<file path="src/hw/sppd_pkg.sv">
package sppd_pkg;

    // register offsets, byte addresses on the register port
    localparam logic [7:0]  ADDR_OFF     = 8'h40;  // address base/current
    localparam logic [7:0]  COUNT_OFF    = 8'h44;  // buffer size/position
    localparam logic [7:0]  TC_OFF       = 8'h46;  // terminal count
    // field positions
    localparam int          ADDR_LSB     = 2;      // word address lsb
    localparam int          HALF_W       = 16;     // count field width
    // reset values
    localparam logic [29:0] ADDR_RST     = 30'h0000_0000;
    localparam logic [15:0] COUNT_RST    = 16'h0000;
    localparam logic [15:0] TC_RST       = 16'h0000;
    // geometry
    localparam int          BUF_DEPTH    = 12;     // stream buffer words
    localparam int          BURST_LEN    = 8;      // data phases per burst
    localparam int          WORD_W       = 32;     // transfer width
    localparam logic [3:0]  MC_FULL_BURST = 4'h8;  // multichannel default
    localparam int          FRAME_BITS   = 64;     // serial bits per pair
    localparam int          SLOT_BITS    = 32;     // serial bits per slot

    // fetch sequencer states, one-hot
    typedef enum logic [2:0] {
        SPPD_IDLE = 3'h1,
        SPPD_REQ  = 3'h2,
        SPPD_DATA = 3'h4
    } sppd_fetch_t;

    // host burst server states, one-hot
    typedef enum logic [2:0] {
        SPPD_H_IDLE  = 3'h1,
        SPPD_H_READ  = 3'h2,
        SPPD_H_DRAIN = 3'h4
    } sppd_serve_t;

endpackage : sppd_pkg

</file>
<file path="src/hw/sppd_if.sv">
`timescale 1ns/1ps
interface sppd_if;
    logic        reg_wr;     // register write strobe
    logic        reg_rd;     // register read strobe
    logic [7:0]  reg_addr;   // register byte offset
    logic [31:0] reg_wdata;  // write data
    logic [31:0] reg_rdata;  // read data
    logic        reg_rvalid; // read data valid
    logic        m_req;      // burst request level
    logic [31:0] m_addr;     // burst start byte address
    logic        m_gnt;      // burst accepted pulse
    logic        m_valid;    // data phase strobe
    logic [31:0] m_data;     // data phase word

    // documented device end
    modport dev (
        input  reg_wr,
        input  reg_rd,
        input  reg_addr,
        input  reg_wdata,
        output reg_rdata,
        output reg_rvalid,
        output m_req,
        output m_addr,
        input  m_gnt,
        input  m_valid,
        input  m_data
    );

    // host and memory end
    modport host (
        output reg_wr,
        output reg_rd,
        output reg_addr,
        output reg_wdata,
        input  reg_rdata,
        input  reg_rvalid,
        input  m_req,
        input  m_addr,
        output m_gnt,
        output m_valid,
        output m_data
    );
endinterface : sppd_if

</file>
<file path="src/hw/sppd_dev.sv">
`timescale 1ns/1ps
// Overview of operation
// twelve word buffer per stereo pair stream
// pairs run independently, no interleaved packing
// burst size eight leaves only digital pair
// digital out channel always independently controllable
// smaller multichannel burst frees pair channels
// every transfer is one 32 bit word
// samples msb aligned, unused bits at bottom
// one request gives exactly one burst
// burst is eight words, four stereo periods
// samples to digital out and serial copy
// base written in words, read gives current
// two low address bits read zero
// software programs size in words minus one
// count decrements, reloads size at zero
// count read returns current position
// terminal count decrements, interrupts at zero
// software programs interval in words minus one
// address and count reset to zero
// request only with room for whole burst
// count reload returns address to base
// terminal count reloads after interrupt
module sppd_dev #(
    parameter int DEPTH = sppd_pkg::BUF_DEPTH,  // stream buffer words
    parameter int BURST = sppd_pkg::BURST_LEN   // words per burst
) (
    input  wire logic        clock,
    input  wire logic        arst_n,
    input  wire logic        ce,
    sppd_if.dev              bus,
    input  wire logic        run,
    input  wire logic [3:0]  multi_burst,
    input  wire logic        sample_req,
    output logic [31:0]      dig_out_left,
    output logic [31:0]      dig_out_right,
    output logic             dig_out_valid,
    output logic             underrun,
    output logic             irq,
    output logic             pair_avail,
    output logic             fourth_serial_audio_out,
    output logic             serial_bclk,
    output logic             serial_ws
);
    localparam int PW = $clog2(DEPTH);      // pointer width
    localparam int CW = $clog2(DEPTH + 1);  // fill counter width

    // whole state of the channel
    typedef struct packed {
        sppd_pkg::sppd_fetch_t st;          // fetch sequencer
        logic [29:0]           base_addr;   // programmed base, words
        logic [29:0]           cur_addr;    // current address, words
        logic [29:0]           burst_addr;  // start of open burst
        logic [15:0]           base_cnt;    // programmed size
        logic [15:0]           cur_cnt;     // position counter
        logic [15:0]           base_tc;     // programmed interval
        logic [15:0]           cur_tc;      // interval counter
        logic [DEPTH-1:0][31:0] mem;        // stream buffer
        logic [PW-1:0]         wp;          // write pointer
        logic [PW-1:0]         rp;          // read pointer
        logic [CW-1:0]         fill;        // words held
        logic [3:0]            beats;       // words of open burst
        logic                  req;         // burst request
        logic [31:0]           rdata;       // register read data
        logic                  rvalid;      // read data strobe
        logic [31:0]           left;        // last left sample
        logic [31:0]           right;       // last right sample
        logic                  valid;       // sample pair strobe
        logic                  under;       // underrun strobe
        logic                  irq;         // interrupt strobe
        logic                  avail;       // pair channels free
        logic [63:0]           sh;          // serial shifter
        logic [6:0]            bitn;        // serial bit index
        logic                  bclk;        // serial bit clock
        logic                  ws;          // serial word select
        logic                  sd;          // serial data
        logic                  busy;        // serial frame active
    } sppd_dev_st_t;

    sppd_dev_st_t r;    // registered state
    sppd_dev_st_t nxt;  // next state

    // next pointer with wrap at buffer end
    function automatic logic [PW-1:0] ptr_inc(input logic [PW-1:0] p);
        return (p == PW'(DEPTH - 1)) ? '0 : p + PW'(1);
    endfunction : ptr_inc

    logic push;  // data phase accepted
    logic pop;   // sample pair taken

    // next-state logic
    always_comb begin
        nxt        = r;
        nxt.rvalid = 1'b0;
        nxt.valid  = 1'b0;
        nxt.under  = 1'b0;
        nxt.irq    = 1'b0;
        push       = bus.m_valid && (r.st == sppd_pkg::SPPD_DATA);
        pop        = sample_req && (r.fill >= CW'(2));

        // word arrives from a burst
        if (push) begin
            nxt.mem[r.wp] = bus.m_data;
            nxt.wp        = ptr_inc(r.wp);
            nxt.fill      = nxt.fill + CW'(1);
            nxt.beats     = r.beats + 4'h1;
            if (r.cur_cnt == 16'h0000) begin
                nxt.cur_cnt  = r.base_cnt;
                nxt.cur_addr = r.base_addr;
            end else begin
                nxt.cur_cnt  = r.cur_cnt - 16'h0001;
                nxt.cur_addr = r.cur_addr + 30'h0000_0001;
            end
            if (r.cur_tc == 16'h0000) begin
                nxt.irq    = 1'b1;
                nxt.cur_tc = r.base_tc;
            end else begin
                nxt.cur_tc = r.cur_tc - 16'h0001;
            end
        end

        // stereo pair leaves to transmitter and serial copy
        if (pop) begin
            nxt.left  = r.mem[r.rp];
            nxt.right = r.mem[ptr_inc(r.rp)];
            nxt.valid = 1'b1;
            nxt.rp    = ptr_inc(ptr_inc(r.rp));
            nxt.fill  = nxt.fill - CW'(2);
            nxt.sh    = {r.mem[r.rp], r.mem[ptr_inc(r.rp)]};
            nxt.sd    = r.mem[r.rp][31];
            nxt.bitn  = 7'h00;
            nxt.ws    = 1'b0;
            nxt.bclk  = 1'b0;
            nxt.busy  = 1'b1;
        end else if (sample_req) begin
            nxt.under = 1'b1;  // buffer ran dry
        end

        // serial shifter, data moves on falling bit clock
        if (!pop && r.busy) begin
            nxt.bclk = ~r.bclk;
            if (r.bclk) begin
                if (r.bitn == 7'(sppd_pkg::FRAME_BITS - 1)) begin
                    nxt.busy = 1'b0;  // frame done
                    nxt.bclk = 1'b0;
                end else begin
                    nxt.bitn = r.bitn + 7'h01;
                    nxt.sh   = {r.sh[62:0], 1'b0};
                    nxt.sd   = r.sh[62];
                    // select flips one bit ahead of each slot
                    nxt.ws   = (nxt.bitn >= 7'(sppd_pkg::SLOT_BITS - 1))
                            && (nxt.bitn < 7'(sppd_pkg::FRAME_BITS - 1));
                end
            end
        end

        // fetch sequencer
        case (r.st)
            sppd_pkg::SPPD_IDLE: begin
                // no refill until a whole burst fits
                if (run && r.fill <= CW'(DEPTH - BURST)) begin
                    nxt.st         = sppd_pkg::SPPD_REQ;
                    nxt.req        = 1'b1;
                    nxt.burst_addr = r.cur_addr;
                end
            end
            sppd_pkg::SPPD_REQ: begin
                // one grant opens exactly one burst
                if (bus.m_gnt) begin
                    nxt.req   = 1'b0;
                    nxt.st    = sppd_pkg::SPPD_DATA;
                    nxt.beats = 4'h0;
                end
            end
            sppd_pkg::SPPD_DATA: begin
                // burst closes after its eighth word
                if (push && nxt.beats == 4'(BURST)) begin
                    nxt.st = sppd_pkg::SPPD_IDLE;
                end
            end
            default: begin
                nxt.st  = sppd_pkg::SPPD_IDLE;
                nxt.req = 1'b0;
            end
        endcase

        // software writes override the running counters
        if (bus.reg_wr) begin
            case (bus.reg_addr)
                sppd_pkg::ADDR_OFF: begin
                    // low two bits dropped, word units only
                    nxt.base_addr = bus.reg_wdata[31:sppd_pkg::ADDR_LSB];
                    nxt.cur_addr  = bus.reg_wdata[31:sppd_pkg::ADDR_LSB];
                end
                sppd_pkg::COUNT_OFF: begin
                    nxt.base_cnt = bus.reg_wdata[sppd_pkg::HALF_W-1:0];
                    nxt.cur_cnt  = bus.reg_wdata[sppd_pkg::HALF_W-1:0];
                end
                sppd_pkg::TC_OFF: begin
                    nxt.base_tc = bus.reg_wdata[sppd_pkg::HALF_W-1:0];
                    nxt.cur_tc  = bus.reg_wdata[sppd_pkg::HALF_W-1:0];
                end
                default: begin
                    // unmapped write ignored
                end
            endcase
        end

        // register reads return live address and count, zero elsewhere
        if (bus.reg_rd) begin
            nxt.rvalid = 1'b1;
            case (bus.reg_addr)
                sppd_pkg::ADDR_OFF:
                    nxt.rdata = {r.cur_addr, 2'h0};
                sppd_pkg::COUNT_OFF:
                    nxt.rdata = {16'h0000, r.cur_cnt};
                default:
                    nxt.rdata = 32'h0000_0000;  // write-only, unmapped
            endcase
        end

        // pair channels exist only below the full burst
        nxt.avail = (multi_burst < sppd_pkg::MC_FULL_BURST);
    end

    // state register, frozen while ce low
    always_ff @(posedge clock or negedge arst_n) begin
        if (!arst_n) begin
            r           <= '0;
            r.st        <= sppd_pkg::SPPD_IDLE;
            r.base_addr <= sppd_pkg::ADDR_RST;
            r.cur_addr  <= sppd_pkg::ADDR_RST;
            r.base_cnt  <= sppd_pkg::COUNT_RST;
            r.cur_cnt   <= sppd_pkg::COUNT_RST;
            r.base_tc   <= sppd_pkg::TC_RST;
            r.cur_tc    <= sppd_pkg::TC_RST;
        end else if (ce) begin
            r <= nxt;
        end
    end

    // outputs straight from state flops
    assign bus.reg_rdata           = r.rdata;
    assign bus.reg_rvalid          = r.rvalid;
    assign bus.m_req               = r.req;
    assign bus.m_addr              = {r.burst_addr, 2'h0};
    assign dig_out_left            = r.left;
    assign dig_out_right           = r.right;
    assign dig_out_valid           = r.valid;
    assign underrun                = r.under;
    assign irq                     = r.irq;
    assign pair_avail              = r.avail;
    assign fourth_serial_audio_out = r.sd;
    assign serial_bclk             = r.bclk;
    assign serial_ws               = r.ws;

endmodule : sppd_dev

</file>
<file path="src/flat_wrapper.sv">
// flat-port wrapper written by rule: the top's interface ports become plain ports
module sppd_dev_flat 
#(
    parameter int DEPTH = sppd_pkg::BUF_DEPTH,                        
    parameter int BURST = sppd_pkg::BURST_LEN                     
)
  (clock, arst_n, ce, run, multi_burst, sample_req, dig_out_left, dig_out_right, dig_out_valid, underrun, irq, pair_avail, fourth_serial_audio_out, serial_bclk, serial_ws, bus_reg_wr, bus_reg_rd, bus_reg_addr, bus_reg_wdata, bus_reg_rdata, bus_reg_rvalid, bus_m_req, bus_m_addr, bus_m_gnt, bus_m_valid, bus_m_data);
  sppd_if bus_i ();
  input  wire logic clock;
  input  wire logic arst_n;
  input  wire logic ce;
  input  wire logic run;
  input  wire logic [3:0] multi_burst;
  input  wire logic sample_req;
  output logic [31:0] dig_out_left;
  output logic [31:0] dig_out_right;
  output logic dig_out_valid;
  output logic underrun;
  output logic irq;
  output logic pair_avail;
  output logic fourth_serial_audio_out;
  output logic serial_bclk;
  output logic serial_ws;
  input wire logic [$bits(bus_i.reg_wr)-1:0] bus_reg_wr;
  input wire logic [$bits(bus_i.reg_rd)-1:0] bus_reg_rd;
  input wire logic [$bits(bus_i.reg_addr)-1:0] bus_reg_addr;
  input wire logic [$bits(bus_i.reg_wdata)-1:0] bus_reg_wdata;
  output wire logic [$bits(bus_i.reg_rdata)-1:0] bus_reg_rdata;
  output wire logic [$bits(bus_i.reg_rvalid)-1:0] bus_reg_rvalid;
  output wire logic [$bits(bus_i.m_req)-1:0] bus_m_req;
  output wire logic [$bits(bus_i.m_addr)-1:0] bus_m_addr;
  input wire logic [$bits(bus_i.m_gnt)-1:0] bus_m_gnt;
  input wire logic [$bits(bus_i.m_valid)-1:0] bus_m_valid;
  input wire logic [$bits(bus_i.m_data)-1:0] bus_m_data;
  assign bus_i.reg_wr = bus_reg_wr;
  assign bus_i.reg_rd = bus_reg_rd;
  assign bus_i.reg_addr = bus_reg_addr;
  assign bus_i.reg_wdata = bus_reg_wdata;
  assign bus_reg_rdata = bus_i.reg_rdata;
  assign bus_reg_rvalid = bus_i.reg_rvalid;
  assign bus_m_req = bus_i.m_req;
  assign bus_m_addr = bus_i.m_addr;
  assign bus_i.m_gnt = bus_m_gnt;
  assign bus_i.m_valid = bus_m_valid;
  assign bus_i.m_data = bus_m_data;
  sppd_dev #(.DEPTH(DEPTH), .BURST(BURST)) u_core (.clock(clock), .arst_n(arst_n), .ce(ce), .bus(bus_i), .run(run), .multi_burst(multi_burst), .sample_req(sample_req), .dig_out_left(dig_out_left), .dig_out_right(dig_out_right), .dig_out_valid(dig_out_valid), .underrun(underrun), .irq(irq), .pair_avail(pair_avail), .fourth_serial_audio_out(fourth_serial_audio_out), .serial_bclk(serial_bclk), .serial_ws(serial_ws));
endmodule
</file>
<file path="config.mk">
export PLATFORM = sky130hd
export DESIGN_NAME = sppd_dev_flat
export DESIGN_NICKNAME = d
export VERILOG_FILES = /design/src/hw/sppd_pkg.sv /design/src/hw/sppd_if.sv /design/src/hw/sppd_dev.sv /design/src/flat_wrapper.sv
export SDC_FILE = /design/constraint.sdc
export NUM_CORES = 1
export LEC_CHECK = 0
export BUFFER_PORTS_ARGS = -buffer_cell sky130_fd_sc_hd__buf_2
export CAP_MARGIN = 20
export CORE_MARGIN = 3
export CORE_UTILIZATION = 55
export DETAILED_ROUTE_END_ITERATION = 10
export PLACE_DENSITY = 0.73
export RECOVER_POWER = 100
export SYNTH_ARGS = -nofsm -noshare
export SYNTH_HDL_FRONTEND = slang
export SYNTH_SLANG_ARGS = --single-unit
</file>
<file path="constraint.sdc">
create_clock -name clock -period 4.1 [get_ports clock]
set_input_delay 0.615 -clock clock [delete_from_list [all_inputs] [get_ports clock]]
set_output_delay 0.615 -clock clock [all_outputs]
set_load 0.005 [all_outputs]
</file>
Word-level counts from Yosys, hierarchy flattened
Index checks and enable logic that the tools add are counted.

word-level totals
  flip-flop bits (word level) = 734
  bits of input ports = 85
  output and inout port bits = 137
  logic and storage cells = 140

operators by class
  add/subtract/negate cells = 10
  $lt $le $gt $ge = 9
  eq/ne operators = 14
  muxes and demuxes = 45
  bitwise logic cells = 2
  reductions and logical operators = 21

operators with widths
  kind                     number
  $mux W404                1
  $bwmux W384              1
  $bmux W32 S4             2
  $mux W75                 3
  $demux W32 S4            1
  $mux W32                 4
  $mux W30                 4
  $mux W71                 1
  $mux W16                 4
  $pmux W32 S2             1
  $mux W48                 1
  $logic_not A16 Y1        2
  $sub A16 B1 Y16 const B  2
  $add A30 B1 Y30 const B  1
  $eq A8 B7 Y1 const B     3
  $add A4 B1 Y4 const B    5
  $mux W4                  5
  $eq A4 B4 Y1 const B     4
  $lt A4 B5 Y1 const B     3
  $reduce_and A3 Y1        4
  $mux W1                  9
  $mux W3                  3
  $pmux W3 S3              1
  $mux W8                  1
  23 further kinds         35

Depth between registers and ports, before layout
  depth in word-level cells = 8
  gate-level depth with buffers = 12

Least setup slack after synthesis
No wires, ideal clock.

  kind = flip-flop to flip-flop
  start point = register u_core.r[185] (netlist name)
  end point = register u_core.r[31] (netlist name)
  library setup time = 0.126 ns
  data arrival time = 2.730 ns
  data required time = 3.974 ns
  slack = 1.244 ns
  stages on the path, launching flop included = 13
  buffers on the path = 4
  clock period less this slack = 2.856 ns
  cell sequence = dfrtp_1 > buf_2 > clkinv_1 > clkbuf_1 > ha_1 > inv_1 > clkbuf_1 > nor3_1 > clkbuf_1 > a222oi_1 > a21oi_1 > a311o_1 > o311a_1

on the way
  longest elaborated chain between the ends = 8
  elaborated cells on any way between the ends = 9
  those cells by class = add/sub (1); eq/ne (1); mux (7)

RTL lines
  item                                                  line             source
  from (decl)                                           sppd_dev.sv:80   sppd_dev_st_t r;
  from (signal assigned)                                sppd_dev.sv:238  r <= nxt;
  $add A4 B1 Y4 / $eq A4 B4 Y1 (equally long branches)  sppd_dev.sv:85   return (p == PW'(DEPTH - 1)) ? '0 : p + PW'(1);
  $mux W4 *                                             sppd_dev.sv:85
  $bmux W32 S4 *                                        sppd_dev.sv:129  nxt.sh = {r.mem[r.rp], r.mem[ptr_inc(r.rp)]};
  $mux W32 (implied by the code) *                      sppd_dev.sv:129
  $mux W75 *                                            sppd_dev.sv:123  if (pop) begin
  $mux W71                                              sppd_dev.sv:143  if (r.bitn == 7'(sppd_pkg::FRAME_BITS - 1)) begin
  $mux W75                                              sppd_dev.sv:142  if (r.bclk) begin
  $mux W75 *                                            sppd_dev.sv:140  if (!pop && r.busy) begin

Mark *: on every way between the ends. The rest lies on a longest branch, timed or not. The select of a mux whose other input is x is not followed.
A chain may end at the register's enable or synchronous reset.

==> qor_table.md <==
| Metric | Reported | Unit |
| --- | --- | --- |
| RePlAce Congestion | 0.893 | - |
| Worst Path Max Fanout | 16 | - |
| Share of synthesized area occupied by flip-flops and latches | 48.7 | % |
| Cell area after synthesis | 0.0377 | mm^2 |
| Detailed-route DRC error count | 0 | - |
| Power share of the combinational group | 27.6 | % |
| Count of max-cap constraint violations | 9 | - |
| Crit path kind | flip-flop to flip-flop | - |
| Synth area leaders | sky130_fd_sc_hd__dfrtp_1, sky130_fd_sc_hd__mux2_2, sky130_fd_sc_hd__mux4_2 | - |
| Number of detailed-routing iterations run before antenna repair | 7 | - |
| Total net switching power | 7.90 | mW |
| Instance area after placement | 0.0388 | mm^2 |
| Max-slew violation total from the final report | 261 | - |
| Power per unit of standard cell area | 560 | mW/mm^2 |
| Data arrival time at the worst-slack endpoint | 4.09 | ns |
| Worst supply voltage drop on vdd | 0.000387 | V |
| Fraction of post-synthesis cell area in the top cell type by area | 48.6 | % |
| Maximum buffer depth of the clock tree | 3 | - |
| Total clock buffers created by CTS | 80 | - |
| Post-CTS setup repair buffer count | 0 | - |
| Pin count of the biggest net entering global routing | 115 | - |
| Overall global routing resource usage | 30.7 | % |
| Clock insertion delay at the later pin of the skew report | 0.63 | ns |
| Layout Cells excl Fill | 4,392 | - |
| Nets@finish | 3,551 | - |
| Post-synthesis instance total | 3,460 | - |
| Setup Skew | 0.0255 | ns |
| Clock period minus final worst setup slack | 3.60 | ns |
| Synthesized flop and latch total | 733 | - |
| Result of the run | finished with violations | - |
| Highest achievable clock rate | 278 | MHz |
| Leakage power figure | 18.7 | nW |
| Hold Worst Slack | 0.205 | ns |
| Hold WC Path Type | input pin to flip-flop | - |
| Share of flip-flops with an asynchronous set or reset after synthesis | 100 | % |
| Die Height | 268 | um |
| Final-report hold violation count | 0 | - |
| Setup crit end kind | flip-flop | - |
| Vias per Instance | 6.60 | - |
| FILL cells | 5,445 | - |
| Net Sw Frac | 34.1 | % |
| Via count of the first global-routing pass | 28,700 | - |
| Number of setup violations in the final report | 0 | - |
| Port Buf Inserts | 216 | - |
| Dominant cell type by area after synthesis | sky130_fd_sc_hd__dfrtp_1 | - |
| Relative area change from synthesis to final layout | 9.66 | % |
| Total via count in the routed design | 29,000 | - |
| Number of synthesized flops with an enable pin | 0 | - |
| First-pass GRT wire length | 169 | mm |
| TritonCTS clock tree | built | - |
| Violated checks | max-capacitance violations, max-slew violations | - |
| Total half-perimeter wirelength after legalization and detailed placement | 68.6 | mm |
| Number of antenna violations at the first check in global routing | 8 | - |
| Initial standard-cell utilization of the core | 55.8 | % |
| Standard cell core area | 0.0675 | mm^2 |
| Commonest register cell after synthesis | sky130_fd_sc_hd__dfrtp_1 | - |
| Average instance area after synthesis | 10.9 | um^2 |
| Leftover overflow at the end of global routing | 0 | - |
| Clk pwr share | 32.8 | % |
| Full die area | 0.0716 | mm^2 |
| Post-detailed-routing wire length | 110 | mm |
| DP Cell Count | 4,240 | - |
| Routed WL per cell | 25.0 | um |
| Maximum level of the CTS H-tree | 3 | - |
| Die width | 268 | um |
| Final core area utilization | 61.2 | % |
| Aggregate negative setup slack | 0 | ns |
| Reg power frac | 39.6 | % |
| Number of top-level pins | 222 | - |
| Proportion of layout cells with a drive suffix above 1 | 25.6 | % |
| Number of clock sinks | 733 | - |
| Root buffer selected by CTS | sky130_fd_sc_hd__clkbuf_16 | - |
| Number of different library cells in the post-synthesis netlist | 83 | - |
| Design Area, Final | 0.0413 | mm^2 |
| Placement row count | 95 | - |
| Clock Pin Slew Worst Setup and Hold Paths | 0.06 | ns |
| Unrepaired setup endpoints after global routing | false | - |
| Antenna-violating nets left | 0 | - |
| Yosys warning total | 0 | - |
| Required time reported for the critical path endpoint | 4.59 | ns |
| Max transition margin | -53.2 | % |
| Iteration-0 DRC count of the detailed router | 3,200 | - |
| Period utilisation layout | 87.9 | % |
| Slew @ Worst Pin | 2.30 | ns |
| Type of element launching the critical path | flip-flop | - |
| Internal portion of total power | 15.2 | mW |
-- worst max-delay path, cell delays in order (launching register included) --
cell and delay [ns]:
sky130_fd_sc_hd__dfstp_1 0.65, sky130_fd_sc_hd__and4bb_2 0.27, sky130_fd_sc_hd__nand2_1 0.26, sky130_fd_sc_hd__nor3_1 0.16, sky130_fd_sc_hd__nand2_1 0.61, sky130_fd_sc_hd__clkbuf_1 1.10, sky130_fd_sc_hd__mux2_2 0.44
-- final cells by class --
cell class	instances	area, um^2	share of cell area (%)
Sequential cell	733	18400	44.4
Multi-Input combinational cell	2276	17100	41.4
Clock buffer	118	2430	5.88
Timing Repair Buffer	325	1810	4.39
Tap cell	873	1090	2.64
Clock inverter	26	354	0.857
Inverter	35	131	0.318
Antenna cell	6	15.0	0.0364
-- power groups by stage --
stage	Combinational [mW]	Clock, mW	Sequential, mW
3_3_place_gp	6.23	0	9.21
6_report	6.39	7.58	9.17
3_5_place_dp	6.33	0	9.24
2_1_floorplan	4.46	0	8.89
4_1_cts	6.37	7.67	9.12
5_1_grt	6.87	7.96	9.28
-- per-layer routing --
layer  vias to the layer above  routed length, um  GRT usage, %
li1                      12500                  -             -
met2                      1620              49000          46.5
met5                         -                 20             0
met3                       314              12000          8.00
met4                         4               4300          12.0
met1                     14500              44700          42.6
-- final timing paths --
check	start	to	slack, ns	depth (start not counted)
setup / recovery	u_core.r[731]	flip-flop	0.50	6
hold / removal	multi_burst[3]	u_core.pair_avail	0.21	2
setup reg to reg	u_core.r[731]	flip-flop	0.50	6
hold reg to reg	u_core.r[594]	u_core.r[594]	0.47	2
max in group asynchronous	arst_n	u_core.r[727]	1.01	3
min in group asynchronous	arst_n	u_core.r[672]	1.08	2
-- metrics by stage --
step | setup slack [ns] | power (mW)
global placement | 0.906 | 15.4
floorplan | 1.24 | 13.3
CTS | 0.876 | 23.2
global route | 0.339 | 24.1
finish | 0.497 | 23.1
detailed placement | 0.804 | 15.6
-- kinds of logic after synthesis --
family	after synthesis	share of synthesized area, %
multiplexers	587	20.3
AO/OA/AOI/OAI	755	13.2
XOR/XNOR	30	0.698
buffers and inverters	452	6.04
AND/OR/NAND/NOR	887	10.6
other	1	0.00996
adder cells (fa/ha/maj)	15	0.498
flip-flops	733	48.7
-- cell usage in the layout, fill, tap and decap left out, types with 83 or more instances in the layout --
cell type / Yosys / final
sky130_fd_sc_hd__dfrtp_1: 732 / 728
sky130_fd_sc_hd__nand2_1: 457 / 451
sky130_fd_sc_hd__mux2_2: 420 / 420
sky130_fd_sc_hd__o21ai_0: 180 / 181
sky130_fd_sc_hd__a21oi_1: 171 / 170
sky130_fd_sc_hd__nor2_1: 146 / 144
sky130_fd_sc_hd__buf_2: 56 / 126
sky130_fd_sc_hd__clkbuf_1: 197 / 124
sky130_fd_sc_hd__mux4_2: 99 / 99
sky130_fd_sc_hd__nor3_1: 97 / 95
sky130_fd_sc_hd__clkbuf_16: 0 / 83
-- timing repair --
item	CTS	global route
hold buffers	1	0
hold endpoints to repair	29	0
resized for setup	0	0
-- cell usage after synthesis (56+ instances only) --
master / n
sky130_fd_sc_hd__mux2i_1: 67
sky130_fd_sc_hd__nor2_1: 146
sky130_fd_sc_hd__a21oi_1: 171
sky130_fd_sc_hd__nor3_1: 97
sky130_fd_sc_hd__mux2_2: 420
sky130_fd_sc_hd__dfrtp_1: 732
sky130_fd_sc_hd__mux4_2: 99
sky130_fd_sc_hd__o22ai_1: 61
sky130_fd_sc_hd__buf_2: 56
sky130_fd_sc_hd__buf_4: 135
sky130_fd_sc_hd__nand2_1: 457
sky130_fd_sc_hd__o21ai_0: 180
sky130_fd_sc_hd__clkbuf_1: 197
Note: power is estimated with default switching activity, not from simulation.
